`src/spm_consts.svh`:
```
// Register map, field positions and reset values of the serial port
// Function
// - Standard mode: transmit-full sets on data write, clears on move to shifter
// - Deep mode: transmit-full sets when last slot filled, clears when one frees
// - Standard mode: receive-full sets on shifter copy, clears on data read
// - Deep mode: receive-full sets when last slot filled, clears when one frees
// - Master: clock-pin disable stops internal clock and releases clock pin
// - Data-out disable releases the serial output pin
// - Word-width bit selects 16-bit or 8-bit transfers of 16 or 8 pulses
// - Changing word width resets the port
// - Output from bit 7 or 15, input enters bit 0, MSB first
// - Master sample phase: end of bit when set, middle when clear
// - Edge bit picks output change edge, leading edge when framed; polarity bit picks idle level
// - Select enable makes non-framed slave honour active-low select pin
// - Master-enable set drives clock; clear follows external clock
// - Secondary divider: code 111 divides by 1 down to 000 by 8
// - Primary divider: codes 11,10,01,00 divide by 1,4,16,64; cascaded
// - Framed enable; sync direction makes select pin input or, in master mode, output
// - Sync polarity sets pulse level; sync edge sets pulse timing
// - Buffer enable selects DEPTH-deep buffers (4 or 8, default 8), else single holding registers
// - Master clock pulses only while data awaits transmission
// - Transfer end sets interrupt flag, stores word, sets receive-full
// - Completing a word while receive-full sets the overflow flag
// - Port enable activates port and takes the pins; clear disables
`ifndef SPM_CONSTS_SVH
`define SPM_CONSTS_SVH

// ----------------------------------------------------------------
// Register offsets
// ----------------------------------------------------------------
`define SPM_ADDR_STAT   3'h0
`define SPM_ADDR_CTL1   3'h1
`define SPM_ADDR_CTL2   3'h2
`define SPM_ADDR_DATA   3'h3
`define SPM_ADDR_FLAG   3'h4

// ----------------------------------------------------------------
// Field positions
// ----------------------------------------------------------------
`define SPM_ST_ENABLE   15
`define SPM_ST_IDLESTOP 13
`define SPM_ST_SREMPTY  7
`define SPM_ST_OVF      6
`define SPM_ST_RXEMPTY  5
`define SPM_ST_ISEL_LO  2
`define SPM_ST_TXFULL   1
`define SPM_ST_RXFULL   0
`define SPM_C1_CLKDIS   12
`define SPM_C1_DODIS    11
`define SPM_C1_WIDE     10
`define SPM_C1_SMPEND   9
`define SPM_C1_OUTEDGE  8
`define SPM_C1_SELEN    7
`define SPM_C1_IDLEPOL  6
`define SPM_C1_MASTER   5
`define SPM_C1_SEC_LO   2
`define SPM_C1_PRI_LO   0
`define SPM_C2_FRAMED   15
`define SPM_C2_SYNCDIR  14
`define SPM_C2_SYNCPOL  13
`define SPM_C2_SYNCEDGE 1
`define SPM_C2_DEEP     0

// ----------------------------------------------------------------
// Write masks and reset values
// ----------------------------------------------------------------
`define SPM_C1_MASK     16'h1FFF
`define SPM_C2_MASK     16'hE003
`define SPM_RST_WORD    16'h0000

`endif

```
`src/spm_pkg.sv`:
```
// Types shared by the serial port
package spm_pkg;

    typedef enum logic [1:0] {SPM_IDLE, SPM_PRE, SPM_SHIFT} spm_phase_e;

    typedef logic [15:0] spm_word_t;

endpackage

```
`src/spm_port.sv`:
```
// Serial port: register file, buffers, divider and shift engine
//
// Local design decisions: the strobed register port and the register offsets.
`timescale 1ns/1ps
`include "spm_consts.svh"

module spm_port
#(
    parameter int DEPTH = 8
)
(
    input  wire logic        REF_CLK,
    input  wire logic        RST,
    input  wire logic [2:0]  ADDR,
    input  wire logic [15:0] WDATA,
    input  wire logic        WR,
    input  wire logic        RD,
    output logic      [15:0] RDATA,
    input  wire logic        SCK_I,
    output logic             SCK_O,
    output logic             SCK_OE,
    input  wire logic        SDI_I,
    output logic             SDO_O,
    output logic             SDO_OE,
    input  wire logic        SS_I,
    output logic             SS_O,
    output logic             SS_OE,
    output logic             IRQ_FLAG
);
    localparam int PW = $clog2(DEPTH);
    localparam int CW = PW + 1;

    generate
        if (DEPTH < 4 || DEPTH > 8 || (DEPTH & (DEPTH - 1)) != 0)
        begin : g_bad_depth
            $error("DEPTH must be 4 or 8");
        end
    endgenerate

    typedef struct packed
    {
        logic                          en;
        logic                          idlestop;
        logic [2:0]                    isel;
        logic                          ovf;
        logic                          irq;
        spm_pkg::spm_word_t            ctl1;
        spm_pkg::spm_word_t            ctl2;
        logic [DEPTH-1:0][15:0]        txq;
        logic [PW-1:0]                 tx_rd;
        logic [PW-1:0]                 tx_wr;
        logic [CW-1:0]                 tx_cnt;
        logic [DEPTH-1:0][15:0]        rxq;
        logic [PW-1:0]                 rx_rd;
        logic [PW-1:0]                 rx_wr;
        logic [CW-1:0]                 rx_cnt;
        spm_pkg::spm_phase_e           st;
        spm_pkg::spm_word_t            sr;
        spm_pkg::spm_word_t            cur;
        logic                          held;
        logic                          half;
        logic [4:0]                    bits;
        logic [9:0]                    div;
        logic                          sck_q;
        logic                          sck_o;
        logic                          sck_oe;
        logic                          sdo;
        logic                          sdo_oe;
        logic                          ss_o;
        logic                          ss_oe;
        spm_pkg::spm_word_t            rdata;
    } spm_regs_s;

    spm_regs_s          r_ff;
    spm_regs_s          nxt_r;
    logic               mst;
    logic               ext;
    logic               wide;
    logic               frm;
    logic               oedge;
    logic               clock_idle_polarity;
    logic [CW-1:0]      cap;
    logic               tick;
    logic               lead;
    logic               trail;
    logic               chg_e;
    logic               smp_e;
    logic               sel_ok;
    logic               abort;
    logic               load;
    logic               complete;
    logic               tx_push;
    logic               tx_pop;
    logic               rx_push;
    logic               rx_pop;
    logic               wide_chg;
    logic               sync_act;
    spm_pkg::spm_word_t sh;
    spm_pkg::spm_word_t ld_word;

    // ----------------------------------------------------------------
    // Helpers
    // ----------------------------------------------------------------
    function automatic logic [9:0] half_limit(input logic [15:0] c1);
        logic [9:0] pri;
        logic [9:0] sec;
        pri = 10'h001 << {~c1[`SPM_C1_PRI_LO+:2], 1'b0};
        sec = 10'h008 - {7'h00, c1[`SPM_C1_SEC_LO+:3]};
        return 10'(pri * sec) - 10'h001;
    endfunction

    function automatic logic top_bit(input logic [15:0] w,
                                     input logic        wd);
        return wd ? w[15] : w[7];
    endfunction

    // ----------------------------------------------------------------
    // Next state
    // ----------------------------------------------------------------
    always_comb
    begin
        nxt_r    = r_ff;
        mst      = r_ff.ctl1[`SPM_C1_MASTER];
        ext      = !mst || r_ff.ctl1[`SPM_C1_CLKDIS];
        wide     = r_ff.ctl1[`SPM_C1_WIDE];
        frm      = r_ff.ctl2[`SPM_C2_FRAMED];
        oedge    = r_ff.ctl1[`SPM_C1_OUTEDGE] && !frm;
        clock_idle_polarity      = r_ff.ctl1[`SPM_C1_IDLEPOL];
        cap      = r_ff.ctl2[`SPM_C2_DEEP] ? CW'(DEPTH) : CW'(1);
        tick     = (r_ff.div == half_limit(r_ff.ctl1));
        lead     = (SCK_I != clock_idle_polarity) && (r_ff.sck_q == clock_idle_polarity);
        trail    = (SCK_I == clock_idle_polarity) && (r_ff.sck_q != clock_idle_polarity);
        chg_e    = oedge ? trail : lead;
        smp_e    = oedge ? lead : trail;
        abort    = !mst && !frm && r_ff.ctl1[`SPM_C1_SELEN] && SS_I;
        if (mst)
            sel_ok = 1'b1;
        else if (frm)
            sel_ok = r_ff.half ||
                     (SS_I == r_ff.ctl2[`SPM_C2_SYNCPOL]);
        else
            sel_ok = !r_ff.ctl1[`SPM_C1_SELEN] || !SS_I;
        load     = 1'b0;
        complete = 1'b0;
        tx_push  = 1'b0;
        tx_pop   = 1'b0;
        rx_push  = 1'b0;
        rx_pop   = 1'b0;
        wide_chg = 1'b0;
        sh       = r_ff.sr;
        ld_word  = r_ff.txq[r_ff.tx_rd];
        nxt_r.sck_q = SCK_I;
        nxt_r.rdata = `SPM_RST_WORD;

        // Register writes
        if (WR)
        begin
            case (ADDR)
                `SPM_ADDR_STAT:
                begin
                    nxt_r.en       = WDATA[`SPM_ST_ENABLE];
                    nxt_r.idlestop = WDATA[`SPM_ST_IDLESTOP];
                    nxt_r.isel     = WDATA[`SPM_ST_ISEL_LO+:3];
                    if (!WDATA[`SPM_ST_OVF])
                        nxt_r.ovf = 1'b0;
                end
                `SPM_ADDR_CTL1:
                    if (!r_ff.en)
                    begin
                        nxt_r.ctl1 = WDATA & `SPM_C1_MASK;
                        wide_chg   = WDATA[`SPM_C1_WIDE] != wide;
                    end
                `SPM_ADDR_CTL2:
                    if (!r_ff.en)
                        nxt_r.ctl2 = WDATA & `SPM_C2_MASK;
                `SPM_ADDR_DATA:
                    tx_push = (r_ff.tx_cnt < cap);
                `SPM_ADDR_FLAG:
                    if (WDATA[0])
                        nxt_r.irq = 1'b0;
                default:
                    ;
            endcase
        end

        // Register reads, one cycle later
        if (RD)
        begin
            case (ADDR)
                `SPM_ADDR_STAT:
                    nxt_r.rdata = {r_ff.en, 1'b0, r_ff.idlestop, 2'b00,
                                   mst ? 3'(r_ff.tx_cnt) : 3'(r_ff.rx_cnt),
                                   !r_ff.held, r_ff.ovf,
                                   r_ff.rx_cnt == '0, r_ff.isel,
                                   r_ff.tx_cnt == cap,
                                   r_ff.rx_cnt == cap};
                `SPM_ADDR_CTL1:
                    nxt_r.rdata = r_ff.ctl1;
                `SPM_ADDR_CTL2:
                    nxt_r.rdata = r_ff.ctl2;
                `SPM_ADDR_DATA:
                begin
                    nxt_r.rdata = r_ff.rxq[r_ff.rx_rd];
                    rx_pop      = (r_ff.rx_cnt != '0);
                end
                `SPM_ADDR_FLAG:
                    nxt_r.rdata = {15'h0000, r_ff.irq};
                default:
                    ;
            endcase
        end

        // ----------------------------------------------------------------
        // Shift engine
        // ----------------------------------------------------------------
        unique case (r_ff.st)
            spm_pkg::SPM_IDLE:
            begin
                nxt_r.half = 1'b0;
                nxt_r.bits = 5'h00;
                nxt_r.div  = 10'h000;
                if (r_ff.en && ext)
                    nxt_r.st = spm_pkg::SPM_SHIFT;
                else if (r_ff.en && r_ff.tx_cnt != '0)
                begin
                    load = 1'b1;
                    if (frm && !r_ff.ctl2[`SPM_C2_SYNCEDGE])
                        nxt_r.st = spm_pkg::SPM_PRE;
                    else
                        nxt_r.st = spm_pkg::SPM_SHIFT;
                end
            end
            spm_pkg::SPM_PRE:
            begin
                nxt_r.div = tick ? 10'h000 : r_ff.div + 10'h001;
                if (tick)
                begin
                    nxt_r.half = !r_ff.half;
                    if (r_ff.half)
                        nxt_r.st = spm_pkg::SPM_SHIFT;
                end
            end
            spm_pkg::SPM_SHIFT:
            begin
                if (!ext)
                begin
                    nxt_r.div = tick ? 10'h000 : r_ff.div + 10'h001;
                    if (tick)
                    begin
                        nxt_r.half = !r_ff.half;
                        if (r_ff.half == r_ff.ctl1[`SPM_C1_SMPEND])
                            sh = {r_ff.sr[14:0], SDI_I};
                        nxt_r.sr = sh;
                        if (r_ff.half)
                        begin
                            nxt_r.bits = r_ff.bits + 5'h01;
                            if (r_ff.bits == (wide ? 5'h0F : 5'h07))
                                complete = 1'b1;
                            else
                                nxt_r.sdo = top_bit(sh, wide);
                        end
                    end
                end
                else if (abort)
                begin
                    nxt_r.sr   = r_ff.cur;
                    nxt_r.bits = 5'h00;
                    nxt_r.half = 1'b0;
                    nxt_r.sdo  = top_bit(r_ff.cur, wide);
                end
                else if (sel_ok && smp_e)
                begin
                    sh          = {r_ff.sr[14:0], SDI_I};
                    nxt_r.sr    = sh;
                    nxt_r.half  = 1'b1;
                    nxt_r.bits  = r_ff.bits + 5'h01;
                    if (r_ff.bits == (wide ? 5'h0F : 5'h07))
                        complete = 1'b1;
                end
                else if (sel_ok && chg_e)
                begin
                    nxt_r.sdo  = top_bit(r_ff.sr, wide);
                    nxt_r.half = 1'b1;
                end
                else if (!r_ff.held && !r_ff.half && r_ff.tx_cnt != '0)
                    load = 1'b1;
            end
            default:
                nxt_r.st = spm_pkg::SPM_IDLE;
        endcase

        if (load)
        begin
            tx_pop     = 1'b1;
            nxt_r.sr   = ld_word;
            nxt_r.cur  = ld_word;
            nxt_r.sdo  = top_bit(ld_word, wide);
            nxt_r.held = 1'b1;
        end

        // Transfer end; hardware sets win over software clears
        if (complete)
        begin
            nxt_r.irq  = 1'b1;
            nxt_r.st   = spm_pkg::SPM_IDLE;
            nxt_r.held = 1'b0;
            nxt_r.half = 1'b0;
            if (r_ff.rx_cnt == cap)
                nxt_r.ovf = 1'b1;
            else
                rx_push = 1'b1;
        end

        // ----------------------------------------------------------------
        // Buffer pointers
        // ----------------------------------------------------------------
        if (tx_push)
        begin
            nxt_r.txq[r_ff.tx_wr] = WDATA;
            nxt_r.tx_wr           = r_ff.tx_wr + 1'b1;
        end
        if (tx_pop)
            nxt_r.tx_rd = r_ff.tx_rd + 1'b1;
        nxt_r.tx_cnt = r_ff.tx_cnt + {{PW{1'b0}}, tx_push}
                                   - {{PW{1'b0}}, tx_pop};
        if (rx_push)
        begin
            nxt_r.rxq[r_ff.rx_wr] = wide ? sh : {8'h00, sh[7:0]};
            nxt_r.rx_wr           = r_ff.rx_wr + 1'b1;
        end
        if (rx_pop)
            nxt_r.rx_rd = r_ff.rx_rd + 1'b1;
        nxt_r.rx_cnt = r_ff.rx_cnt + {{PW{1'b0}}, rx_push}
                                   - {{PW{1'b0}}, rx_pop};

        // Disable or width change stops the engine
        if (!nxt_r.en || wide_chg)
        begin
            nxt_r.st   = spm_pkg::SPM_IDLE;
            nxt_r.held = 1'b0;
            nxt_r.half = 1'b0;
            nxt_r.bits = 5'h00;
            nxt_r.div  = 10'h000;
        end
        if (wide_chg)
        begin
            nxt_r.tx_rd  = '0;
            nxt_r.tx_wr  = '0;
            nxt_r.tx_cnt = '0;
            nxt_r.rx_rd  = '0;
            nxt_r.rx_wr  = '0;
            nxt_r.rx_cnt = '0;
            nxt_r.ovf    = 1'b0;
        end

        // ----------------------------------------------------------------
        // Pin drive
        // ----------------------------------------------------------------
        nxt_r.sck_oe = nxt_r.en && nxt_r.ctl1[`SPM_C1_MASTER]
                       && !nxt_r.ctl1[`SPM_C1_CLKDIS];
        nxt_r.sck_o  = nxt_r.ctl1[`SPM_C1_IDLEPOL] ^
                       ((nxt_r.st == spm_pkg::SPM_SHIFT) &&
                        (nxt_r.half ^ !oedge));
        nxt_r.sdo_oe = nxt_r.en && !nxt_r.ctl1[`SPM_C1_DODIS] &&
                       !(!nxt_r.ctl1[`SPM_C1_MASTER] && !frm &&
                         nxt_r.ctl1[`SPM_C1_SELEN] && SS_I);
        sync_act     = (nxt_r.st == spm_pkg::SPM_PRE) ||
                       (nxt_r.ctl2[`SPM_C2_SYNCEDGE] &&
                        nxt_r.st == spm_pkg::SPM_SHIFT &&
                        nxt_r.bits == 5'h00);
        nxt_r.ss_oe  = nxt_r.en && nxt_r.ctl2[`SPM_C2_FRAMED] &&
                       !nxt_r.ctl2[`SPM_C2_SYNCDIR] &&
                       nxt_r.ctl1[`SPM_C1_MASTER];
        nxt_r.ss_o   = nxt_r.ctl2[`SPM_C2_SYNCPOL] ^ !sync_act;
    end

    always_ff @(posedge REF_CLK or posedge RST)
    begin
        if (RST)
            r_ff <= '0;
        else
            r_ff <= nxt_r;
    end

    assign RDATA    = r_ff.rdata;
    assign SCK_O    = r_ff.sck_o;
    assign SCK_OE   = r_ff.sck_oe;
    assign SDO_O    = r_ff.sdo;
    assign SDO_OE   = r_ff.sdo_oe;
    assign SS_O     = r_ff.ss_o;
    assign SS_OE    = r_ff.ss_oe;
    assign IRQ_FLAG = r_ff.irq;
endmodule

```
`config.mk`:
```
export PLATFORM = sky130hd
export DESIGN_NAME = spm_port
export DESIGN_NICKNAME = d
export VERILOG_FILES = /design/src/spm_pkg.sv /design/src/spm_port.sv
export VERILOG_INCLUDE_DIRS = /design/src
export SDC_FILE = /design/constraint.sdc
export NUM_CORES = 1
export LEC_CHECK = 0
export BUFFER_PORTS_ARGS = -buffer_cell sky130_fd_sc_hd__buf_2
export CAP_MARGIN = 5
export CORE_UTILIZATION = 30
export DETAILED_ROUTE_END_ITERATION = 10
export PLACE_DENSITY_LB_ADDON = 0.2
export SETUP_SLACK_MARGIN = 0.3
export SLEW_MARGIN = 20
export SYNTH_ARGS = -nofsm -noshare
export SYNTH_HDL_FRONTEND = slang
export SYNTH_SLANG_ARGS = --single-unit
```
`constraint.sdc`:
```
create_clock -name REF_CLK -period 37 [get_ports REF_CLK]
set_input_delay 5.55 -clock REF_CLK [delete_from_list [all_inputs] [get_ports REF_CLK]]
set_output_delay 5.55 -clock REF_CLK [all_outputs]
set_load 0.01 [all_outputs]
```
==> impl_results.md <==
* Status: completed
* Standard-cell rows at 91
* Vias in the first global route at approximately 13,000
* Power density over the cells at 66.50 mW/mm²
* H-tree Lvls at 2
* Most common flop cell mapped by yosys: dfrtp_1
* Fraction of the yosys area taken by sequential cells at roughly 49%
* Asr flop ratio synth at 100.0%
* Number of distinct library cells after synthesis at slightly below 80
* Total setup buffers inserted after CTS at 0
* Initial antenna violation count at 2
* Library cell with the highest instance count after synthesis: dfrtp_1
* Via/cell ratio at ~5
* Number of synthesized flops with an enable pin at 0
* Static leakage at 9.591 nW
* Startpoint of the most critical setup path: SS_I
* Overall die width at approximately 250 µm
* Antenna cells at 0
* Proportion of power drawn by flip-flops and latches at 38.0%
* Top-area cell type share of the netlist area at 49.34%
* Gates resized, CTS repair at 0
* Average wire per standard cell at approximately 21 µm
* Sequential cell area at 0.009387 mm²
* Required time reported for the critical path endpoint at 37,470 ps
* Leading cell types by total area after synthesis: dfrtp_1, mux2_2, mux4_2, nand2_1, o21ai_0
* Number of vias after detailed routing at 13,060
* VDD IR max at 0.03284 mV
* Worst Hold Slack at 475.5 ps
* Number of buffers on the longest clock path at 3
* Worst path slowest cell: nand3_1
* Hold wc startpoint: r_ff[142]
* Switching share of total power at 35.63%
* Most frequent cells after synthesis: dfrtp_1, nand2_1, mux2_2
* Setup CP Type: in2reg
* Critical path, cell by cell: buf_2, nor2b_1, nand3b_1, nand2_1, nor2_1, nand2_1, a211oi_4, nand3_1, o21ai_0
* Met2 WL post-DR at 24.44 mm
* Cell Area, Synth at about 0.019 mm²
* Remaining design rule violation count at 0
* Initial Util at 30.59%
* Area enclosed by the die boundary at 0.06441 mm²
* Final period utilization at 23.95%
* Number of buffers added by the clock tree synthesis step at 44
* Post-Place Cell Area at 0.02002 mm²
* Total core area at 0.06217 mm²
* Footprint of the multi-input gates at roughly 0.009 mm²
* Clock tree from TritonCTS: yes
* Initial detailed-routing violation count at 996
* Worst path max stage delay at 970 ps
* Clock slew seen by the registers of the worst setup and hold paths at ~60 ps
* Maximum fanout along the worst path at 24
* Number of synthesized register bits at 375
* Number of buffer cells added on primary ports at 48
* Detailed Routing Iterations Pass 1 at 6
* Portion of total power attributed to the clock network at 31.3%
* Total non-filler cell area in the finished layout at around 0.022 mm²
* Detailed placer's ending HPWL at 34.70 mm
* Area grow syn2layout at 13.18%
* Clk sink count at 375
* Unrepaired setup endpoints after global routing: no
* Total congestion overflow after global routing at 0
* Hold buffer count at CTS at 0
* Top cell type by total area after synthesis: dfrtp_1
* Tightest Hold Check Type: reg2reg
* Global-route usage over all layers at 16.64%
* Category of the worst setup path capture point: register
* Clk Tree Root Cell: clkbuf_16
* Final worst path period need at 8861 ps
* Wire length on met3 at 2.222 mm
* Total of fill cells in the finished design at approximately 6,300
* Sw Pwr at between 500 and 600 µW
* WL met1 at 24.93 mm
* Count of max-cap constraint violations at 0
* Startpoint types: primary input
* Total count of max-transition violations in the final report at 0
* Yosys synthesis warning count at 0
* Global-route wire length before repair at roughly 82 mm
* Highest Clock Rate at ~110 MHz
* Rel. slew slack at 29.02%
* Transition at the pin with the smallest max-transition slack at 1062 ps
* Arrival time at the worst endpoint at roughly 9300 ps
* Post-Route WL at 52.41 mm
* Launch point of the worst reg-to-reg path: r_ff[368]
* Avg Synthesized Cell Area at 11.46 µm²
* Antenna-violating nets left at 0
* Latest clock arrival within the worst-skew pair at 580 ps
* Final GP Congestion at 0.8375
* Final Skew at 23.17 ps
* Net count of the mapped netlist at 1,736
* Largest net degree at the start of global routing at roughly 180
* Total Negative Setup Slacks at 0 ps
* Final Hold Fails at 0
* Combinational power share at approximately 31%
* Fraction of layout instances using a drive strength above 1 at 24.23%
* Max Used Layer: met4
* Gate Count Post-Synth at 1,659
* Die boundary height at 253.8 µm
* Endpoints failing setup at 0
* Int Pwr at slightly above 900 µW
* Final-stage net count at 1,737
* Ports at 49
* Top cell by count, worst path: nand2_1
logic make-up (layout without fill, tap and decap cells):
logic type	count (synthesis)	in the layout	share of synthesized area, %
buf+inv	166	203	3.704
simple gates	422	422	10.64
flops	375	375	49.34
xor+xnor	40	40	1.921
compound gates	320	320	10.41
mux	285	285	20.39
fa+ha+maj	51	51	3.592
power by group through the flow:
stage	clock network [mW]	registers [mW]	logic, mW
CTS	0.460	0.543	0.445
detailed placement	0	0.551	0.443
global route	0.476	0.552	0.490
global placement	0	0.549	0.437
floorplan	0	0.510	0.354
finish	0.448	0.544	0.440
layer usage:
metal | GRT usage, % | up-vias
li1 | - | 5970
met1 | 23.90 | 6741
met2 | 26.47 | 290
met3 | 2.253 | 54
met4 | 3.855 | 0
met5 | 0 | -
per-stage QoR:
| step | setup WS, ps | utilization, % | total power, mW | instances |
|---|---|---|---|---|
| floorplan | 21030 | - | 0.8638 | 1659 |
| global placement | 27610 | 32.21 | 0.9862 | 2451 |
| detailed placement | 27480 | 32.21 | 0.9938 | 2451 |
| CTS | 28100 | 34.60 | 1.449 | 2533 |
| global route | 27810 | 34.63 | 1.519 | 2533 |
| finish | 28140 | 34.63 | 1.432 | 2533 |
cell type report:
cell class	instances	area share (%)
clock buffer	58	5.685
clock inverter	24	1.232
inverter	47	0.8545
multi-input combinational	1118	41.66
sequential	375	43.61
tap	837	4.865
timing repair buffer	74	2.098
state kept, by name (all words and copies together) (netlist names):
register,count
clock_idle_polarity,1
SS_OE,1
SDO_OE,1
SDO_O,1
SCK_O,1
RDATA,16
SCK_OE,1
SS_O,1
IRQ_FLAG,1
mst,1
r_ff,349
frm,1
cells in the final DEF (no fill, tap or decap), types with 8 or more instances in the layout:
cell type / Yosys / layout
dfrtp_1: 375 / 373
nand2_1: 196 / 196
mux2_2: 160 / 160
o21ai_0: 133 / 133
nor2_1: 90 / 89
mux4_2: 66 / 66
mux2i_1: 59 / 59
a21oi_1: 48 / 48
buf_2: 8 / 48
inv_1: 47 / 46
ha_1: 45 / 45
clkbuf_16: 0 / 44
o21ai_1: 27 / 26
buf_4: 17 / 24
nand3_1: 24 / 23
xnor2_1: 21 / 21
xor2_1: 18 / 18
o2bb2ai_1: 16 / 16
nor2b_1: 16 / 15
a222oi_1: 15 / 15
clkinv_2: 0 / 13
nand2b_1: 12 / 12
nor3_1: 13 / 12
a221oi_1: 11 / 11
o22ai_1: 10 / 10
a31oi_1: 10 / 10
and3_1: 9 / 9
nand4_1: 9 / 9
and2_1: 8 / 8
critical path: cells and delay by family:
| family | cells | cell delay (ps) |
|---|---|---|
| buffers and inverters | 1 | 110 |
| AO/OA/AOI/OAI | 2 | 1250 |
| AND/OR/NAND/NOR | 6 | 2400 |
path summary, 6_finish.rpt:
path | endpoint | slack [ps] | cells past startpoint
setup / recovery | r_ff[101] | 28140 | 9
hold / removal | r_ff[142] | 480 | 2
setup reg to reg | r_ff[101] | 30220 | 17
hold reg to reg | r_ff[142] | 480 | 2
max in group asynchronous | r_ff[219] | 30220 | 3
min in group asynchronous | r_ff[112] | 5140 | 2
Note: power is estimated with default switching activity, not from simulation.
